### src/rtl/picg_consts.vh
/*
 constants for the input capture gearbox: capture modes, delay line
 size, fifo shape and synchroniser depth.
 assumes it is included by its bare name from the design files.
*/
`ifndef PICG_CONSTS_VH
`define PICG_CONSTS_VH

// ==================================================================
// capture modes
`define PICG_MODE_W 2
`define PICG_MODE_SDR 2'h0
`define PICG_MODE_DDR 2'h1
`define PICG_MODE_GEAR 2'h2

// ==================================================================
// input delay
`define PICG_DEL_W 4
`define PICG_DEL_TAPS 16
`define PICG_FIXED_DEL 4'h3

// ==================================================================
// pair fifo and synchroniser
`define PICG_PAIR_W 2
`define PICG_FIFO_DEPTH 16
`define PICG_FIFO_AW 4
`define PICG_SYNC_W 2

`endif

### src/rtl/picg_capture.v
/*
 input register stage of one i/o cell pair: bypass taps, fixed or
 dynamic input delay, sdr capture, ddr capture on strobe edges with
 retiming into the system clock, and a 2-to-4 gearbox. also holds the
 pair fifo that sits between ddr capture and the core.
 assumes pad data and strobe arrive asynchronously and that the
 strobe is slow enough (at least 4 system clocks per half period)
 for its edges to be found by oversampling.
*/
`timescale 1ns/10ps
`default_nettype none
`include "picg_consts.vh"


// ==================================================================
// pair fifo
module picg_fifo #(
   parameter W = 2,
   parameter DEPTH = 16,
   parameter AW = 4
) (
   // clock, reset, enable
   input wire clk_sys_i,
   input wire reset_n_i,
   input wire ce_i,
   // fill side
   input wire in_valid_i,
   output wire in_ready_o,
   input wire [W-1:0] in_data_i,
   // drain side
   output wire out_valid_o,
   input wire out_ready_i,
   output wire [W-1:0] out_data_o
);
   reg [W-1:0] mem [0:DEPTH-1];
   reg [AW:0] wr_ptr_r;
   reg [AW:0] rd_ptr_r;
   wire full;
   wire empty;
   wire push;
   wire pop;

   assign empty = (wr_ptr_r == rd_ptr_r);
   assign full = (wr_ptr_r[AW-1:0] == rd_ptr_r[AW-1:0]) &&
      (wr_ptr_r[AW] != rd_ptr_r[AW]);
   assign in_ready_o = ~full;
   assign out_valid_o = ~empty;
   assign out_data_o = mem[rd_ptr_r[AW-1:0]];
   assign push = ce_i & in_valid_i & ~full;
   assign pop = ce_i & out_ready_i & ~empty;

   // storage has no reset; only the pointers carry state
   always @(posedge clk_sys_i) begin
      if (push) begin
         mem[wr_ptr_r[AW-1:0]] <= in_data_i;
      end
   end

   always @(posedge clk_sys_i or negedge reset_n_i) begin
      if (!reset_n_i) begin
         wr_ptr_r <= {(AW+1){1'b0}};
         rd_ptr_r <= {(AW+1){1'b0}};
      end else begin
         if (push) begin
            wr_ptr_r <= wr_ptr_r + {{AW{1'b0}}, 1'b1};
         end
         if (pop) begin
            rd_ptr_r <= rd_ptr_r + {{AW{1'b0}}, 1'b1};
         end
      end
   end
endmodule

// ==================================================================
// capture stage
module picg_capture (
   // clock, reset, enable
   input wire clk_sys_i,
   input wire reset_n_i,
   input wire ce_i,
   // pad side
   input wire pad_data_in_i,
   input wire dqs_strobe_i,
   // configuration from the core
   input wire [`PICG_MODE_W-1:0] mode_sel_i,
   input wire delay_en_i,
   input wire delay_dyn_i,
   input wire [`PICG_DEL_W-1:0] dyn_delay_sel_i,
   input wire ddr_retime_clk_invert_i,
   input wire strobe_tap_en_i,
   // bypass taps
   output wire comb_bypass_out_o,
   output wire clock_tap_out_o,
   output wire strobe_delay_in_o,
   // sdr output
   output wire sdr_registered_out_o,
   // ddr output
   output wire ddr_valid_o,
   input wire ddr_ready_i,
   output wire rise_stream_o,
   output wire fall_stream_o,
   // gearbox output
   output wire gear_valid_o,
   output wire gear_out_true_0_o,
   output wire gear_out_true_1_o,
   output wire gear_out_comp_0_o,
   output wire gear_out_comp_1_o,
   // status
   output wire capture_ready_o,
   output wire overrun_o
);
   // ===============================================================
   // bypass taps
   // pad as single input
   assign comb_bypass_out_o = pad_data_in_i;
   assign clock_tap_out_o = pad_data_in_i;
   assign strobe_delay_in_o = strobe_tap_en_i & pad_data_in_i;

   // ===============================================================
   // synchronisers, bit 0 pad data, bit 1 strobe
   wire [1:0] async_in;
   wire [1:0] sync_out;
   assign async_in = {dqs_strobe_i, pad_data_in_i};

   genvar gi;
   generate
      for (gi = 0; gi < 2; gi = gi + 1) begin : g_sync
         reg meta_r;
         reg sync_r;
         always @(posedge clk_sys_i or negedge reset_n_i) begin
            if (!reset_n_i) begin
               meta_r <= 1'b0;
               sync_r <= 1'b0;
            end else if (ce_i) begin
               meta_r <= async_in[gi];
               sync_r <= meta_r;
            end
         end
         assign sync_out[gi] = sync_r;
      end
   endgenerate

   // ===============================================================
   // input delay line
   reg [`PICG_DEL_TAPS-1:0] dly_line_r;
   wire [`PICG_DEL_W-1:0] tap_sel;
   wire cap_data;

   always @(posedge clk_sys_i or negedge reset_n_i) begin
      if (!reset_n_i) begin
         dly_line_r <= {`PICG_DEL_TAPS{1'b0}};
      end else if (ce_i) begin
         dly_line_r <= {dly_line_r[`PICG_DEL_TAPS-2:0], sync_out[0]};
      end
   end

   assign tap_sel = delay_dyn_i ? dyn_delay_sel_i : `PICG_FIXED_DEL;
   assign cap_data = delay_en_i ? dly_line_r[tap_sel] : sync_out[0];

   // ===============================================================
   // sdr capture
   reg sdr_r;
   always @(posedge clk_sys_i or negedge reset_n_i) begin
      if (!reset_n_i) begin
         sdr_r <= 1'b0;
      end else if (ce_i && mode_sel_i == `PICG_MODE_SDR) begin
         sdr_r <= cap_data;
      end
   end
   assign sdr_registered_out_o = sdr_r;

   // ===============================================================
   // strobe edge capture
   reg strb_d_r;
   reg rise_cap_r;
   reg fall_cap_r;
   reg pair_evt_r;
   reg pair_evt_d_r;
   wire is_ddr;
   wire strb_rise;
   wire strb_fall;

   assign is_ddr = (mode_sel_i == `PICG_MODE_DDR) ||
      (mode_sel_i == `PICG_MODE_GEAR);
   assign strb_rise = sync_out[1] & ~strb_d_r;
   assign strb_fall = ~sync_out[1] & strb_d_r;

   always @(posedge clk_sys_i or negedge reset_n_i) begin
      if (!reset_n_i) begin
         strb_d_r <= 1'b0;
         rise_cap_r <= 1'b0;
         fall_cap_r <= 1'b0;
         pair_evt_r <= 1'b0;
         pair_evt_d_r <= 1'b0;
      end else if (ce_i) begin
         strb_d_r <= sync_out[1];
         if (is_ddr && strb_rise) begin
            rise_cap_r <= cap_data;
         end
         if (is_ddr && strb_fall) begin
            fall_cap_r <= cap_data;
         end
         // a pair is complete once its falling half is held
         pair_evt_r <= is_ddr & strb_fall;
         pair_evt_d_r <= pair_evt_r;
      end
   end

   // ===============================================================
   // retime into the fifo
   wire push_valid;
   wire push_ready;
   wire [`PICG_PAIR_W-1:0] push_data;
   reg overrun_r;

   // inverted retiming takes the later phase
   assign push_valid = ddr_retime_clk_invert_i ? pair_evt_d_r : pair_evt_r;
   // rise stream in bit 0, fall stream in bit 1
   assign push_data = {fall_cap_r, rise_cap_r};
   assign capture_ready_o = push_ready;

   // the pad cannot be stalled, so a pair meeting a full fifo is lost
   always @(posedge clk_sys_i or negedge reset_n_i) begin
      if (!reset_n_i) begin
         overrun_r <= 1'b0;
      end else if (ce_i) begin
         if (push_valid && !push_ready) begin
            overrun_r <= 1'b1;
         end else if (!is_ddr) begin
            overrun_r <= 1'b0;
         end
      end
   end
   assign overrun_o = overrun_r;

   wire pop_valid;
   wire pop_ready;
   wire [`PICG_PAIR_W-1:0] pop_data;

   picg_fifo #(
      .W(`PICG_PAIR_W),
      .DEPTH(`PICG_FIFO_DEPTH),
      .AW(`PICG_FIFO_AW)
   ) u_fifo (
      .clk_sys_i(clk_sys_i),
      .reset_n_i(reset_n_i),
      .ce_i(ce_i),
      .in_valid_i(push_valid),
      .in_ready_o(push_ready),
      .in_data_i(push_data),
      .out_valid_o(pop_valid),
      .out_ready_i(pop_ready),
      .out_data_o(pop_data)
   );

   // ===============================================================
   // drain: ddr pairs or gearbox quads
   reg rise_r;
   reg fall_r;
   reg ddr_valid_r;
   reg gear_phase_r;
   reg gear_valid_r;
   reg [3:0] gear_r;
   wire is_gear;
   wire pop;

   assign is_gear = (mode_sel_i == `PICG_MODE_GEAR);
   assign pop_ready = ddr_ready_i;
   assign pop = pop_valid & pop_ready;

   always @(posedge clk_sys_i or negedge reset_n_i) begin
      if (!reset_n_i) begin
         rise_r <= 1'b0;
         fall_r <= 1'b0;
         ddr_valid_r <= 1'b0;
         gear_phase_r <= 1'b0;
         gear_valid_r <= 1'b0;
         gear_r <= 4'h0;
      end else if (ce_i) begin
         ddr_valid_r <= pop & ~is_gear;
         gear_valid_r <= pop & is_gear & gear_phase_r;
         if (!is_gear) begin
            gear_phase_r <= 1'b0;
         end
         if (pop && !is_gear) begin
            rise_r <= pop_data[0];
            fall_r <= pop_data[1];
         end
         if (pop && is_gear) begin
            gear_phase_r <= ~gear_phase_r;
            if (gear_phase_r) begin
               gear_r[3:2] <= pop_data;
            end else begin
               gear_r[1:0] <= pop_data;
            end
         end
      end
   end

   assign rise_stream_o = rise_r;
   assign fall_stream_o = fall_r;
   assign ddr_valid_o = ddr_valid_r;
   assign gear_valid_o = gear_valid_r;
   assign gear_out_true_0_o = gear_r[0];
   assign gear_out_true_1_o = gear_r[1];
   assign gear_out_comp_0_o = gear_r[2];
   assign gear_out_comp_1_o = gear_r[3];
endmodule
`default_nettype wire

### config.mk
export PLATFORM = sky130hd
export DESIGN_NAME = picg_capture
export DESIGN_NICKNAME = d
export VERILOG_FILES = /design/src/rtl/picg_capture.v
export VERILOG_INCLUDE_DIRS = /design/src /design/src/rtl
export SDC_FILE = /design/constraint.sdc
export NUM_CORES = 1
export LEC_CHECK = 0
export BUFFER_PORTS_ARGS = -buffer_cell sky130_fd_sc_hd__buf_4
export CAP_MARGIN = 0
export CORE_UTILIZATION = 50
export CTS_CLUSTER_DIAMETER = 200
export DETAILED_ROUTE_END_ITERATION = 8
export MAX_ROUTING_LAYER = met4
export PLACE_DENSITY = 0.74
export SYNTH_ARGS = -nofsm -noshare
export SYNTH_HDL_FRONTEND = slang
export SYNTH_SLANG_ARGS = --single-unit
### constraint.sdc
create_clock -name clk_sys_i -period 3.2 [get_ports clk_sys_i]
set_input_delay 0.48 -clock clk_sys_i [delete_from_list [all_inputs] [get_ports clk_sys_i]]
set_output_delay 0.48 -clock clk_sys_i [all_outputs]
set_load 0.1 [all_outputs]
Word-level counts from Yosys, hierarchy flattened --
Memory sizes are Yosys's and may differ from the RTL's. Index checks and enable logic that the tools add are counted.
Operators by class: $add $sub $neg 2, $mul 0, div/mod/pow operators 0, order comparisons 1, equality and inequality tests 7, shift operators 0, multiplexer cells 11, bitwise operators 18, reductions and logical operators 17
Operators by type and width (count):
- 1-bit AND | 12
- 5-bit by 1-bit adder with 5-bit output (second input constant) | 2
- 2-bit AND reduction | 5
- 1-bit 2-to-1 mux | 9
- 1-bit logical AND | 7
- 1-bit NOT | 6
- 3-bit AND reduction | 2
- 5-bit == test | 1
- 4-bit by 5-bit < comparator with 1-bit output (second input constant) | 1
- 1-bit binary-select mux with 4-bit select | 1
- 4-bit == test | 1
- 4-bit 2-to-1 mux | 1
- 2-bit by 1-bit inequality test with 1-bit output (second input constant) | 2
- 2-bit by 1-bit == test with 1-bit output (second input constant) | 1
- 2-bit == test (second input constant) | 1
- 2-bit logical NOT | 1
- 1-bit logical NOT | 1
- 1-bit logical OR | 1
- 1-bit inequality test | 1
Storage, ports and cells: register bits 46, bits in latches 0, memory bits (writable) 32, ROM bits 0, bits of input ports 16, output and inout port bits 14, memories 1
Memory list:
- u_fifo.mem | words 16, width 2, read ports 1, clocked after memory_dff 0, write ports 1, line picg_capture.v:35 | reg [W-1:0] mem [0:DEPTH-1];

Longest topological paths before layout --
Gate-level depths: netlist of run 1.
word-level depth 6, gate-level depth with buffers 7, depth with buffers taken out 5

Hierarchy --
Synthesis of run 1 repeated with hierarchy kept, for this count alone.
Unflattened totals: cell total of the unflattened synthesis 269, area, all modules 3646.0 um2
By module, submodules not included:
- picg_fifo | instances 1, cells each 137, area an instance 1986.9 um2, seq. area each 1211.2 um2
- picg_capture | instances 1, cells each 132, area an instance 1659.1 um2, seq. area each 900.9 um2

Least setup slack after synthesis of run 1 --
No wires, ideal clock.
path kind register to output, start reg u_fifo.rd_ptr_r[1], end out capture_ready_o, arrival 1652 ps, required time 2720 ps, path slack 1068 ps, cell stages (with the launch flop) 5, path buffers 1, path through dfrtp_1 buf_6 xor2_1 nor4_4 nand2_1
Between the ends: word-level cells in the longest chain between the ends 3
RTL lines:
- start, declared | line picg_capture.v:37 | reg [AW:0] rd_ptr_r;
- start signal, assigned | line picg_capture.v:62 | rd_ptr_r <= {(AW+1){1'b0}};
- start signal, assigned | line picg_capture.v:68 | rd_ptr_r <= rd_ptr_r + {{AW{1'b0}}, 1'b1};
- 4-bit == test | line picg_capture.v:44 | assign full = (wr_ptr_r[AW-1:0] == rd_ptr_r[AW-1:0]) &&
- 1-bit logical AND | line picg_capture.v:44
- 1-bit NOT | line picg_capture.v:46 | assign in_ready_o = ~full;
- end, declared | line picg_capture.v:109 | output wire capture_ready_o,
Every way passes these cells.

Worst setup path in the final report of run 1 --
start reg u_fifo.rd_ptr_r[0], end out capture_ready_o
The elaborated chain is that of the path after synthesis.

==> results.toml, run 1 <==
[detailed_routing]
ant_nets = 0
wl_per_cell_um = 15.4
drc_errors = 0
firstDrtPassIters = 4
vias_per_cell = 5.38
vias = 2024
drt_wl_total_mm = 5.81
drt_iter0_markers = 108

[cells_and_area]
final_cell_mix = "dfrtp_1 (46), edfxtp_1 (32), buf_4 (30)"
nFillCells = 557
area_growth_pct = 12.5
final_layout_size_suffix_gt1_frac = 0.314
final_common_cell = "dfrtp_1"
final_nets = 298
utilization = 0.587
n_antenna_cell = 0

[worst_setup_path]
cp_max_fo = 12
cp-start-kind = "flip-flop"
worstPathBufferInverterCount = 1
worstSetupPathType = "flip-flop to primary output"
cp_slowest_cell = "dfrtp_1"
r2r_slack_ns = 0.97
crit_chain = "xor2_1 > nor4_4 > nand2_1 > buf_4"
critical_path.top_delay_family = "flip-flops"
cp.required_ns = 2.72
reg2reg_depth = 6
regToRegEndpoint = "u_fifo.mem[3][0]"
crit_path_end_kind = "primary output"
max_stage_delay_ns = 0.73
rr_startpoint = "u_fifo.rd_ptr_r[0]"
arrival_ns = 2.07

[global_routing]
grt_pass1_vias = 2009
grt_max_degree = 47
antenna_found_initial = 0
grt_pass1_wl_mm = 9.59
grt.total_usage = 0.180
globalRouteOverflowTotal = 0

[sta]
post-route-min-period_ns = 2.55
max_freq_mhz = 393
finalSetupViolations = 0
timing_hold_violations_final = 0
fin_crit_sh = 0.796
max_slew_margin = 0.603
skew_ns = 0.00718
slew_violations = 0
worstMarginPinSlew_ns = 0.595
setup_tns_ns = 0
fin_hold_ws_ns = 0.125
grt_setup_unrepaired = "false"

[cts]
cts_resized = 0
clk_pin_slew_ns = 0.08
cts_root_buf = "clkbuf_8"
postCtsHoldBufs = 0
ctsHtreeMaxLevel = 3
cts_made_buffers = 9
tritoncts = "yes"
clock_path_buffers = 2
clkLatencyLatePin_ns = 0.34
cts_setup_buffers = 0
numClockSinks = 78

[logic_synthesis]
syn_area_um2 = 3580
ys_seq_area_frac = 0.589
synth-edff-count = 32
synth_top_family_by_area = "multiplexers"
muxShareOfSynthArea = 0.172
yosys.area_share.adder = 0.0244
ys.flop_type = "dfrtp_1"
synth_xor_area_frac = 0.0342
synth.distinct_cells = 48
synth_compound_area_frac = 0.0440
yosysWarnings = 0
syn_nets = 272
synth_seq_cells = 78
syn_inst = 249
avgSynthCellArea_um2 = 14.4
ys_async_sr_fraction = 0.590
synth-simple-area-share = 0.108

[power_and_ir_drop]
p_leak_nw = 1.74
p_switching_w = 0.00136
p_int_w = 0.00214
swShare = 0.388
p_comb_frac = 0.342
power.total_w = 0.00350
peakVddDrop_uv = 344
seqPwrFrac = 0.468
pwr-share-clk = 0.190
p_per_area_nw_per_um2 = 867

[floorplanning]
chipWidth_um = 86.7
die_area_um2 = 7510
initial_utilization = 0.522
core_um2 = 6870
io_pins = 30
fp.dieH_um = 86.7
fp-row-count = 30

[placed_design]
numPortBuffers = 29
place.gp.congestion = 0.740
place_hpwl_mm = 3.99

[min_path]
hold_path_class = "primary input to async pin"

[outcome]
status = "finished, final reports clean"

[run]
maxCapViolCount = 0
## through the flow
stage	cell area (µm²)	setup slack, ns	instances
after floorplan	3580	1.07	249
after detailed placement	3850	0.965	360
after global placement	3850	1.05	360
after CTS	4030	0.605	376
after global routing	4030	0.371	376
final	4030	0.654	376
## power groups by stage
stage	sequential, W	clock (W)	combinational (W)
2_1_floorplan	0.00180	0	0.000772
3_3_place_gp	0.00164	0	0.00118
3_5_place_dp	0.00166	0	0.00120
4_1_cts	0.00164	0.000682	0.00121
5_1_grt	0.00168	0.000720	0.00130
6_report	0.00164	0.000663	0.00120
## final cells by class
cell class	count	area (µm²)	share of cell area
multi-input combinational	150	1370	0.340
inverter	6	22.5	0.00558
timing repair buffer	30	225	0.0558
clock buffer	10	149	0.0369
clock inverter	6	33.8	0.00838
tap	96	120	0.0298
sequential	78	2110	0.524
## flip-flops by register name (all words and copies together) (netlist names), 2 cells and up
| signal | flops |
|---|---|
| gear_r | 4 |
| u_fifo.rd_ptr_r | 5 |
| dly_line_r | 16 |
| u_fifo.wr_ptr_r | 5 |
| g_sync.sync_r | 2 |
| g_sync.meta_r | 2 |
| u_fifo.mem | 32 |
## worst reg2reg max path, cell delays in order, from the launching register on
cell and delay [ns]:
dfrtp_1 0.73, xor2_1 0.30, nor4_4 0.11, a21oi_1 0.17, buf_4 0.23, nand2_1 0.11
nor3_1 0.26
## synthesized netlist by cell type, types with 3 or more instances
master     n  share of area
o22ai_1    4         0.0070
mux2_2    24          0.075
nor2_1     9         0.0094
nand2_1   13          0.014
mux2_4     6          0.025
and3_1    14          0.024
a22o_1     3         0.0073
nand4_1    4         0.0070
mux4_1     4          0.029
xnor2_1    6          0.015
edfxtp_1  32           0.27
o21ai_0    5         0.0070
dfrtp_1   46           0.32
mux2i_1    6          0.017
buf_2      4         0.0056
clkbuf_1   3         0.0031
clkbuf_2   3         0.0042
xor2_1     8          0.020
mux4_2     4          0.025
inv_1      6         0.0063
ha_1       7          0.024
nor2b_1    4         0.0070
## worst max-delay path by stage
stage | start | endpoint | slack (ns) | depth (start not counted)
after floorplan | u_fifo.rd_ptr_r[1] | capture_ready_o | 1.07 | 4
after global placement | u_fifo.rd_ptr_r[0] | capture_ready_o | 1.05 | 4
after detailed placement | u_fifo.rd_ptr_r[0] | u_fifo.mem[3][0] | 0.96 | 6
after CTS | u_fifo.rd_ptr_r[0] | capture_ready_o | 0.60 | 4
after global routing | u_fifo.rd_ptr_r[0] | capture_ready_o | 0.37 | 4
final | u_fifo.rd_ptr_r[0] | capture_ready_o | 0.65 | 4
## metal layers
metal,part of all wire,global-route usage
met5,0,-
met4,0.0095,0.0667
met3,0.035,0.0552
met2,0.52,0.286
met1,0.44,0.218
## logic make-up after synthesis
group           count (synthesis)
compound gates                 22
fa+ha+maj                       7
xor+xnor                       14
buf+inv                        21
simple gates                   63
flops                          78
mux                            44
Power figures use the tool's default switching activity.
==> run 2: changes to the inputs <==
--- a/config.mk
+++ b/config.mk
@@ -12,7 +12,7 @@
 export CTS_CLUSTER_DIAMETER = 200
 export DETAILED_ROUTE_END_ITERATION = 8
 export MAX_ROUTING_LAYER = met4
-export PLACE_DENSITY = 0.74
+export PLACE_DENSITY = 0.76
 export SYNTH_ARGS = -nofsm -noshare
 export SYNTH_HDL_FRONTEND = slang
 export SYNTH_SLANG_ARGS = --single-unit
==> constraint.sdc (replaced) <==
create_clock -name clk_sys_i -period 2.3 [get_ports clk_sys_i]
set_input_delay 0.345 -clock clk_sys_i [delete_from_list [all_inputs] [get_ports clk_sys_i]]
set_output_delay 0.345 -clock clk_sys_i [all_outputs]
set_load 0.1 [all_outputs]
==> run 2 against run 1 <==
  * The flow now finishes with violations (hold timing)
  * Worst setup slack worse by 0.50 ns
  * Sequential share of layout area decreased by 1.8 points
  * Count of clock-buffer cells in the layout increased by 3
  * Utilization is 2.0 points higher
  * Critical path depth stayed put
  * Clock power is 95% higher
  * Critical path type unchanged
==> results.toml, run 2 (synthesis results as in run 1) <==
[floorplanning]
fp-row-count = 30
fp.dieH_um = 86.7
initial_utilization = 0.522
chipWidth_um = 86.7
die_area_um2 = 7510
io_pins = 30
core_um2 = 6870

[cells_and_area]
multi_input_area_um2 = 1370
stdcell_count = 383
final_common_cell = "dfrtp_1"
seq_area_um2 = 2110
largest_reg_flops = 32
nFillCells = 526
n_antenna_cell = 0
final_nets = 305
final_cell_mix = "dfrtp_1 (46), buf_4 (37), edfxtp_1 (32)"
final_layout_size_suffix_gt1_frac = 0.334
area_growth_pct = 16.4

[detailed_routing]
drt_iter0_markers = 143
ant_nets = 0
vias = 2079
drt_wl_total_mm = 6.58
firstDrtPassIters = 4
wl_per_cell_um = 17.2
drc_errors = 0
vias_per_cell = 5.43

[sta]
skew_ns = 0.0108
post-route-min-period_ns = 2.15
fin_crit_sh = 0.933
max_slew_margin = 0.606
slew_violations = 0
fin_hold_ws_ns = -0.00455
grt_setup_unrepaired = "false"
timing_hold_violations_final = 1
setup_tns_ns = 0
finalSetupViolations = 0
max_freq_mhz = 466
worstMarginPinSlew_ns = 0.591
setup_slack_ns = 0.153

[worst_setup_path]
crit_path_end_kind = "primary output"
arrival_ns = 1.80
crit_chain = "xor2_1 > nor4_4 > nand2_1 > buf_4"
cp.required_ns = 1.96
cp-start-kind = "flip-flop"
cp_slowest_cell = "dfrtp_1"
worstSetupPathType = "flip-flop to primary output"
cp_max_fo = 5
max_stage_delay_ns = 0.45

[power_and_ir_drop]
p_per_area_nw_per_um2 = 1290
p_leak_nw = 1.81
peakVddDrop_uv = 685

[global_routing]
grt_max_degree = 47
grt_pass1_vias = 2144
grt_pass1_wl_mm = 10.6
antenna_found_initial = 0
grt.total_usage = 0.199
globalRouteOverflowTotal = 0

[cts]
cts_resized = 0
clkLatencyLatePin_ns = 0.36
clk_pin_slew_ns = 0.07
postCtsHoldBufs = 0
cts_root_buf = "clkbuf_8"
clock_path_buffers = 2
cts_setup_buffers = 0
numClockSinks = 78
cts_made_buffers = 9
ctsHtreeMaxLevel = 3
tritoncts = "yes"

[placed_design]
place_hpwl_mm = 4.44
dpl.cell_count = 367
dp_slack_ns = 0.461
place.gp.congestion = 0.772
numPortBuffers = 29

[outcome]
status = "finished, violations left"
failed_checks = "hold timing"

[min_path]
hold_path_class = "primary input to async pin"

[run]
maxCapViolCount = 0
[run 2: cell count changes in the layout (fill, tap and decap cells not counted), sizes merged]
cell	before	now
clkinv	5	1
inv	7	6
clkbuf	10	13
bufinv	0	2
buf	30	37
[run 2: worst max-delay path: cells and delay by family (launching register included)]
family / cells / cell delay [ns]
xor+xnor: 1 / 0.19
buf+inv: 1 / 0.26
flops: 1 / 0.45
simple gates: 2 / 0.55
[run 2: power breakdown]
part	total [W]	switching (W)	internal, W
Clock	0.00129	0.000489	0.000804
Sequential	0.00217	0.000327	0.00184
Combinational	0.00191	0.00115	0.000759
[run 2: layout make-up]
type / count / share of cell area
clock buffers: 13 / 0.0483
clock inverters: 3 / 0.0165
inverters: 6 / 0.00540
multi-input cells: 150 / 0.328
flip-flops and latches: 78 / 0.506
well taps: 96 / 0.0288
repair buffers: 37 / 0.0666
[run 2: path summary, 6_finish.rpt]
path	startpoint	endpoint	slack (ns)	depth (start not counted)
max in group asynchronous	reset_n_i	dly_line_r[0]	1.90	1
setup / recovery	u_fifo.wr_ptr_r[0]	capture_ready_o	0.15	4
hold / removal	reset_n_i	dly_line_r[15]	-0.005	1
hold reg to reg	ddr_valid_o	ddr_valid_o	0.49	1
setup reg to reg	u_fifo.wr_ptr_r[0]	u_fifo.mem[9][1]	0.45	5
min in group clk_sys_i	dqs_strobe_i	g_sync[1].meta_r	0.23	2
[run 2: layer usage]
metal,wire [µm],global-route usage,part of all wire
met5,0,-,0
met4,123,0.0652,0.019
met3,239,0.0571,0.036
met2,3350,0.324,0.51
met1,2860,0.241,0.43
[run 2: metrics by stage]
step | util | cell area, µm² | total power, W | hold WS, ns
3_3_place_gp | 0.568 | 3900 | 0.00405 | 0.384
2_1_floorplan | - | 3580 | 0.00358 | 0.0494
4_1_cts | 0.607 | 4170 | 0.00541 | 0.00120
5_1_grt | 0.607 | 4170 | 0.00563 | 0.0342
3_5_place_dp | 0.568 | 3900 | 0.00410 | 0.391
6_report | 0.607 | 4170 | 0.00537 | -0.00455
==> run 3: changes to the inputs <==
--- a/config.mk
+++ b/config.mk
@@ -6,6 +6,7 @@
 export SDC_FILE = /design/constraint.sdc
 export NUM_CORES = 1
 export LEC_CHECK = 0
+export ABC_AREA = 1
 export BUFFER_PORTS_ARGS = -buffer_cell sky130_fd_sc_hd__buf_4
 export CAP_MARGIN = 0
 export CORE_UTILIZATION = 50
==> run 3 against run 2 <==
  * The run now ends clean
  * Clock skew is 0.0030 ns higher
  * Synthesized area is 1.4% higher
  * Register-to-register slack worse by 0.14 ns
  * Non-clock buffer count is 5 lower
  * Via count is 23% higher
  * Flip-flop and latch count stayed put
  * Total power is 12% lower
  * Fmax is 0.69% lower
  * Wire length is 3.1% higher
  * Sequential power is 5% lower
  * Clock power is 22% lower
  * Largest cell class unchanged
==> results.toml, run 3 <==
[worst_setup_path]
max_stage_delay_ns = 0.70
critical_path.top_delay_family = "flip-flops"
worstPathBufferInverterCount = 1
path_depth = 4
arrival_ns = 1.82
r2r_slack_ns = 0.31
crit_path_end_kind = "primary output"
cp-start-kind = "flip-flop"
cp.required_ns = 1.96
crit_chain = "xor2_1 > nor2_2 > nand3b_2 > buf_4"
rr_startpoint = "u_fifo.rd_ptr_r[0]"
worstSetupPathType = "flip-flop to primary output"
cp_slowest_cell = "dfrtp_1"
regToRegEndpoint = "u_fifo.mem[2][1]"
cp_max_fo = 20
reg2reg_depth = 7

[power_and_ir_drop]
swShare = 0.423
peakVddDrop_uv = 415
seqPwrFrac = 0.437
p_leak_nw = 1.90
p_comb_frac = 0.350
p_switching_w = 0.00200
power.total_w = 0.00472
p_per_area_nw_per_um2 = 1150
pwr-share-clk = 0.214
p_int_w = 0.00273

[cells_and_area]
seq_area_um2 = 2110
multi_input_area_um2 = 1250
final_layout_size_suffix_gt1_frac = 0.144
final_cell_area_um2 = 4110
final_common_cell = "nand2_1"
final_cell_mix = "nand2_1 (94), dfrtp_1 (46), inv_1 (44)"
final_nets = 442
nFillCells = 608
n_antenna_cell = 0
area_growth_pct = 13.1
largest_reg_flops = 32
stdcell_count = 520

[cts]
postCtsHoldBufs = 1
cts_root_buf = "clkbuf_8"
tritoncts = "yes"
clkLatencyLatePin_ns = 0.35
ctsHtreeMaxLevel = 3
clock_path_buffers = 2
cts_made_buffers = 9
clk_pin_slew_ns = 0.08
numClockSinks = 78
cts_resized = 0
cts_setup_buffers = 0

[logic_synthesis]
syn_inst = 391
syn_nets = 414
ys_seq_area_frac = 0.581
synth_area_leaders = "dfrtp_1 (32%), edfxtp_1 (26%), nand2_1 (9.7%), o21ai_0 (5.4%), inv_1 (4.5%)"
yosysWarnings = 0
synth_seq_cells = 78
ys_async_sr_fraction = 0.590
yosysTopAreaCellShare = 0.317
synth.most_common_cell = "nand2_1"
syn_area_um2 = 3630
synth.largest_area_cell = "dfrtp_1"
synthTopCellsByCount = "nand2_1 (94), dfrtp_1 (46), inv_1 (44)"
ys.flop_type = "dfrtp_1"
avgSynthCellArea_um2 = 9.30
synth.distinct_cells = 32
synth-edff-count = 32

[min_path]
whs_endpoint = "g_sync[1].meta_r"
hold_depth = 3
hold_path_class = "primary input to flip-flop"
worstHoldStart = "dqs_strobe_i"

[global_routing]
antenna_found_initial = 0
globalRouteMet1Util = 0.273
grt_pass1_vias = 2444
grt_pass1_wl_mm = 11.4
globalRouteOverflowTotal = 0
met3_usage = 0.0550
grt.busiest_layer = "met2"
grt_use_met2 = 0.305
grt.total_usage = 0.205
grt_max_degree = 47

[sta]
finalSetupViolations = 0
fin_crit_sh = 0.940
worstMarginPinSlew_ns = 0.575
grt_setup_unrepaired = "false"
max_slew_margin = 0.617
timing_hold_violations_final = 0
post-route-min-period_ns = 2.16
max_freq_mhz = 463
setup_tns_ns = 0
skew_ns = 0.0137
slew_violations = 0

[floorplanning]
die_area_um2 = 7610
io_pins = 30
fp.dieH_um = 87.3
core_um2 = 6910
fp-row-count = 30
initial_utilization = 0.526
chipWidth_um = 87.3

[detailed_routing]
drt_wl_total_mm = 6.78
firstDrtPassIters = 4
ant_nets = 0
drt_iter0_markers = 180
vias = 2555
vias_per_cell = 4.91
drc_errors = 0
wl_per_cell_um = 13.0

[placed_design]
dpl-instance-area_um2 = 3900
place_hpwl_mm = 4.77
numPortBuffers = 29
dpl.cell_count = 503
place.gp.congestion = 0.828

[outcome]
status = "finished, final reports clean"

[run]
maxCapViolCount = 0
-- run 3: tightest hold or removal path, delay by kind of cell --
family / cells / cell delay, ns
and+or+nand+nor: 2 / 0.09
buffers and inverters: 1 / 0.08
-- run 3: per-layer routing --
| layer | share of wire | vias to the layer above | wire, µm |
|---|---|---|---|
| met5 | 0 | - | 0 |
| li1 | - | 1312 | - |
| met4 | 0.015 | 0 | 102 |
| met2 | 0.47 | 48 | 3180 |
| met1 | 0.48 | 1185 | 3240 |
| met3 | 0.037 | 10 | 251 |
-- run 3: power groups by stage --
stage	clock, W	combinational, W	sequential (W)
floorplan	0	0.00100	0.00237
global placement	0	0.00163	0.00207
detailed placement	0	0.00165	0.00208
CTS	0.00103	0.00166	0.00206
global route	0.00110	0.00183	0.00210
finish	0.00101	0.00165	0.00206
-- run 3: cell families after synthesis --
group	count (synthesis)	synth area share
and+or+nand+nor	182	0.217
DFF	78	0.581
buffers and inverters	62	0.0737
AOI/OAI and AO/OA	50	0.0730
adders and majority gates	7	0.0241
xor gates and xnor gates	12	0.0310
-- run 3: worst max path at each step --
stage | startpoint | to | slack, ns
after CTS | u_fifo.rd_ptr_r[0] | capture_ready_o | 0.15
final | u_fifo.rd_ptr_r[0] | capture_ready_o | 0.14
after detailed placement | u_fifo.rd_ptr_r[0] | u_fifo.mem[2][1] | 0.37
after global routing | u_fifo.rd_ptr_r[0] | capture_ready_o | 0.04
after global placement | u_fifo.rd_ptr_r[0] | u_fifo.mem[2][0] | 0.43
after floorplan | u_fifo.rd_ptr_r[0] | u_fifo.mem[4][0] | 0.20
-- run 3: cell type report --
cell class | instances | share of cell area
timing repair buffer | 32 | 0.0591
inverter | 47 | 0.0435
multi-input combinational | 251 | 0.305
clock buffer | 11 | 0.0396
sequential | 78 | 0.514
tap | 96 | 0.0292
clock inverter | 5 | 0.00944
-- run 3: per-stage QoR --
| stage | utilization | hold slack, ns | worst slack [ns] |
|---|---|---|---|
| floorplan | - | 0.0494 | 0.202 |
| global placement | 0.564 | 0.382 | 0.434 |
| detailed placement | 0.564 | 0.383 | 0.369 |
| CTS | 0.595 | 0.176 | 0.150 |
| global route | 0.595 | 0.191 | 0.0373 |
| finish | 0.595 | 0.197 | 0.139 |
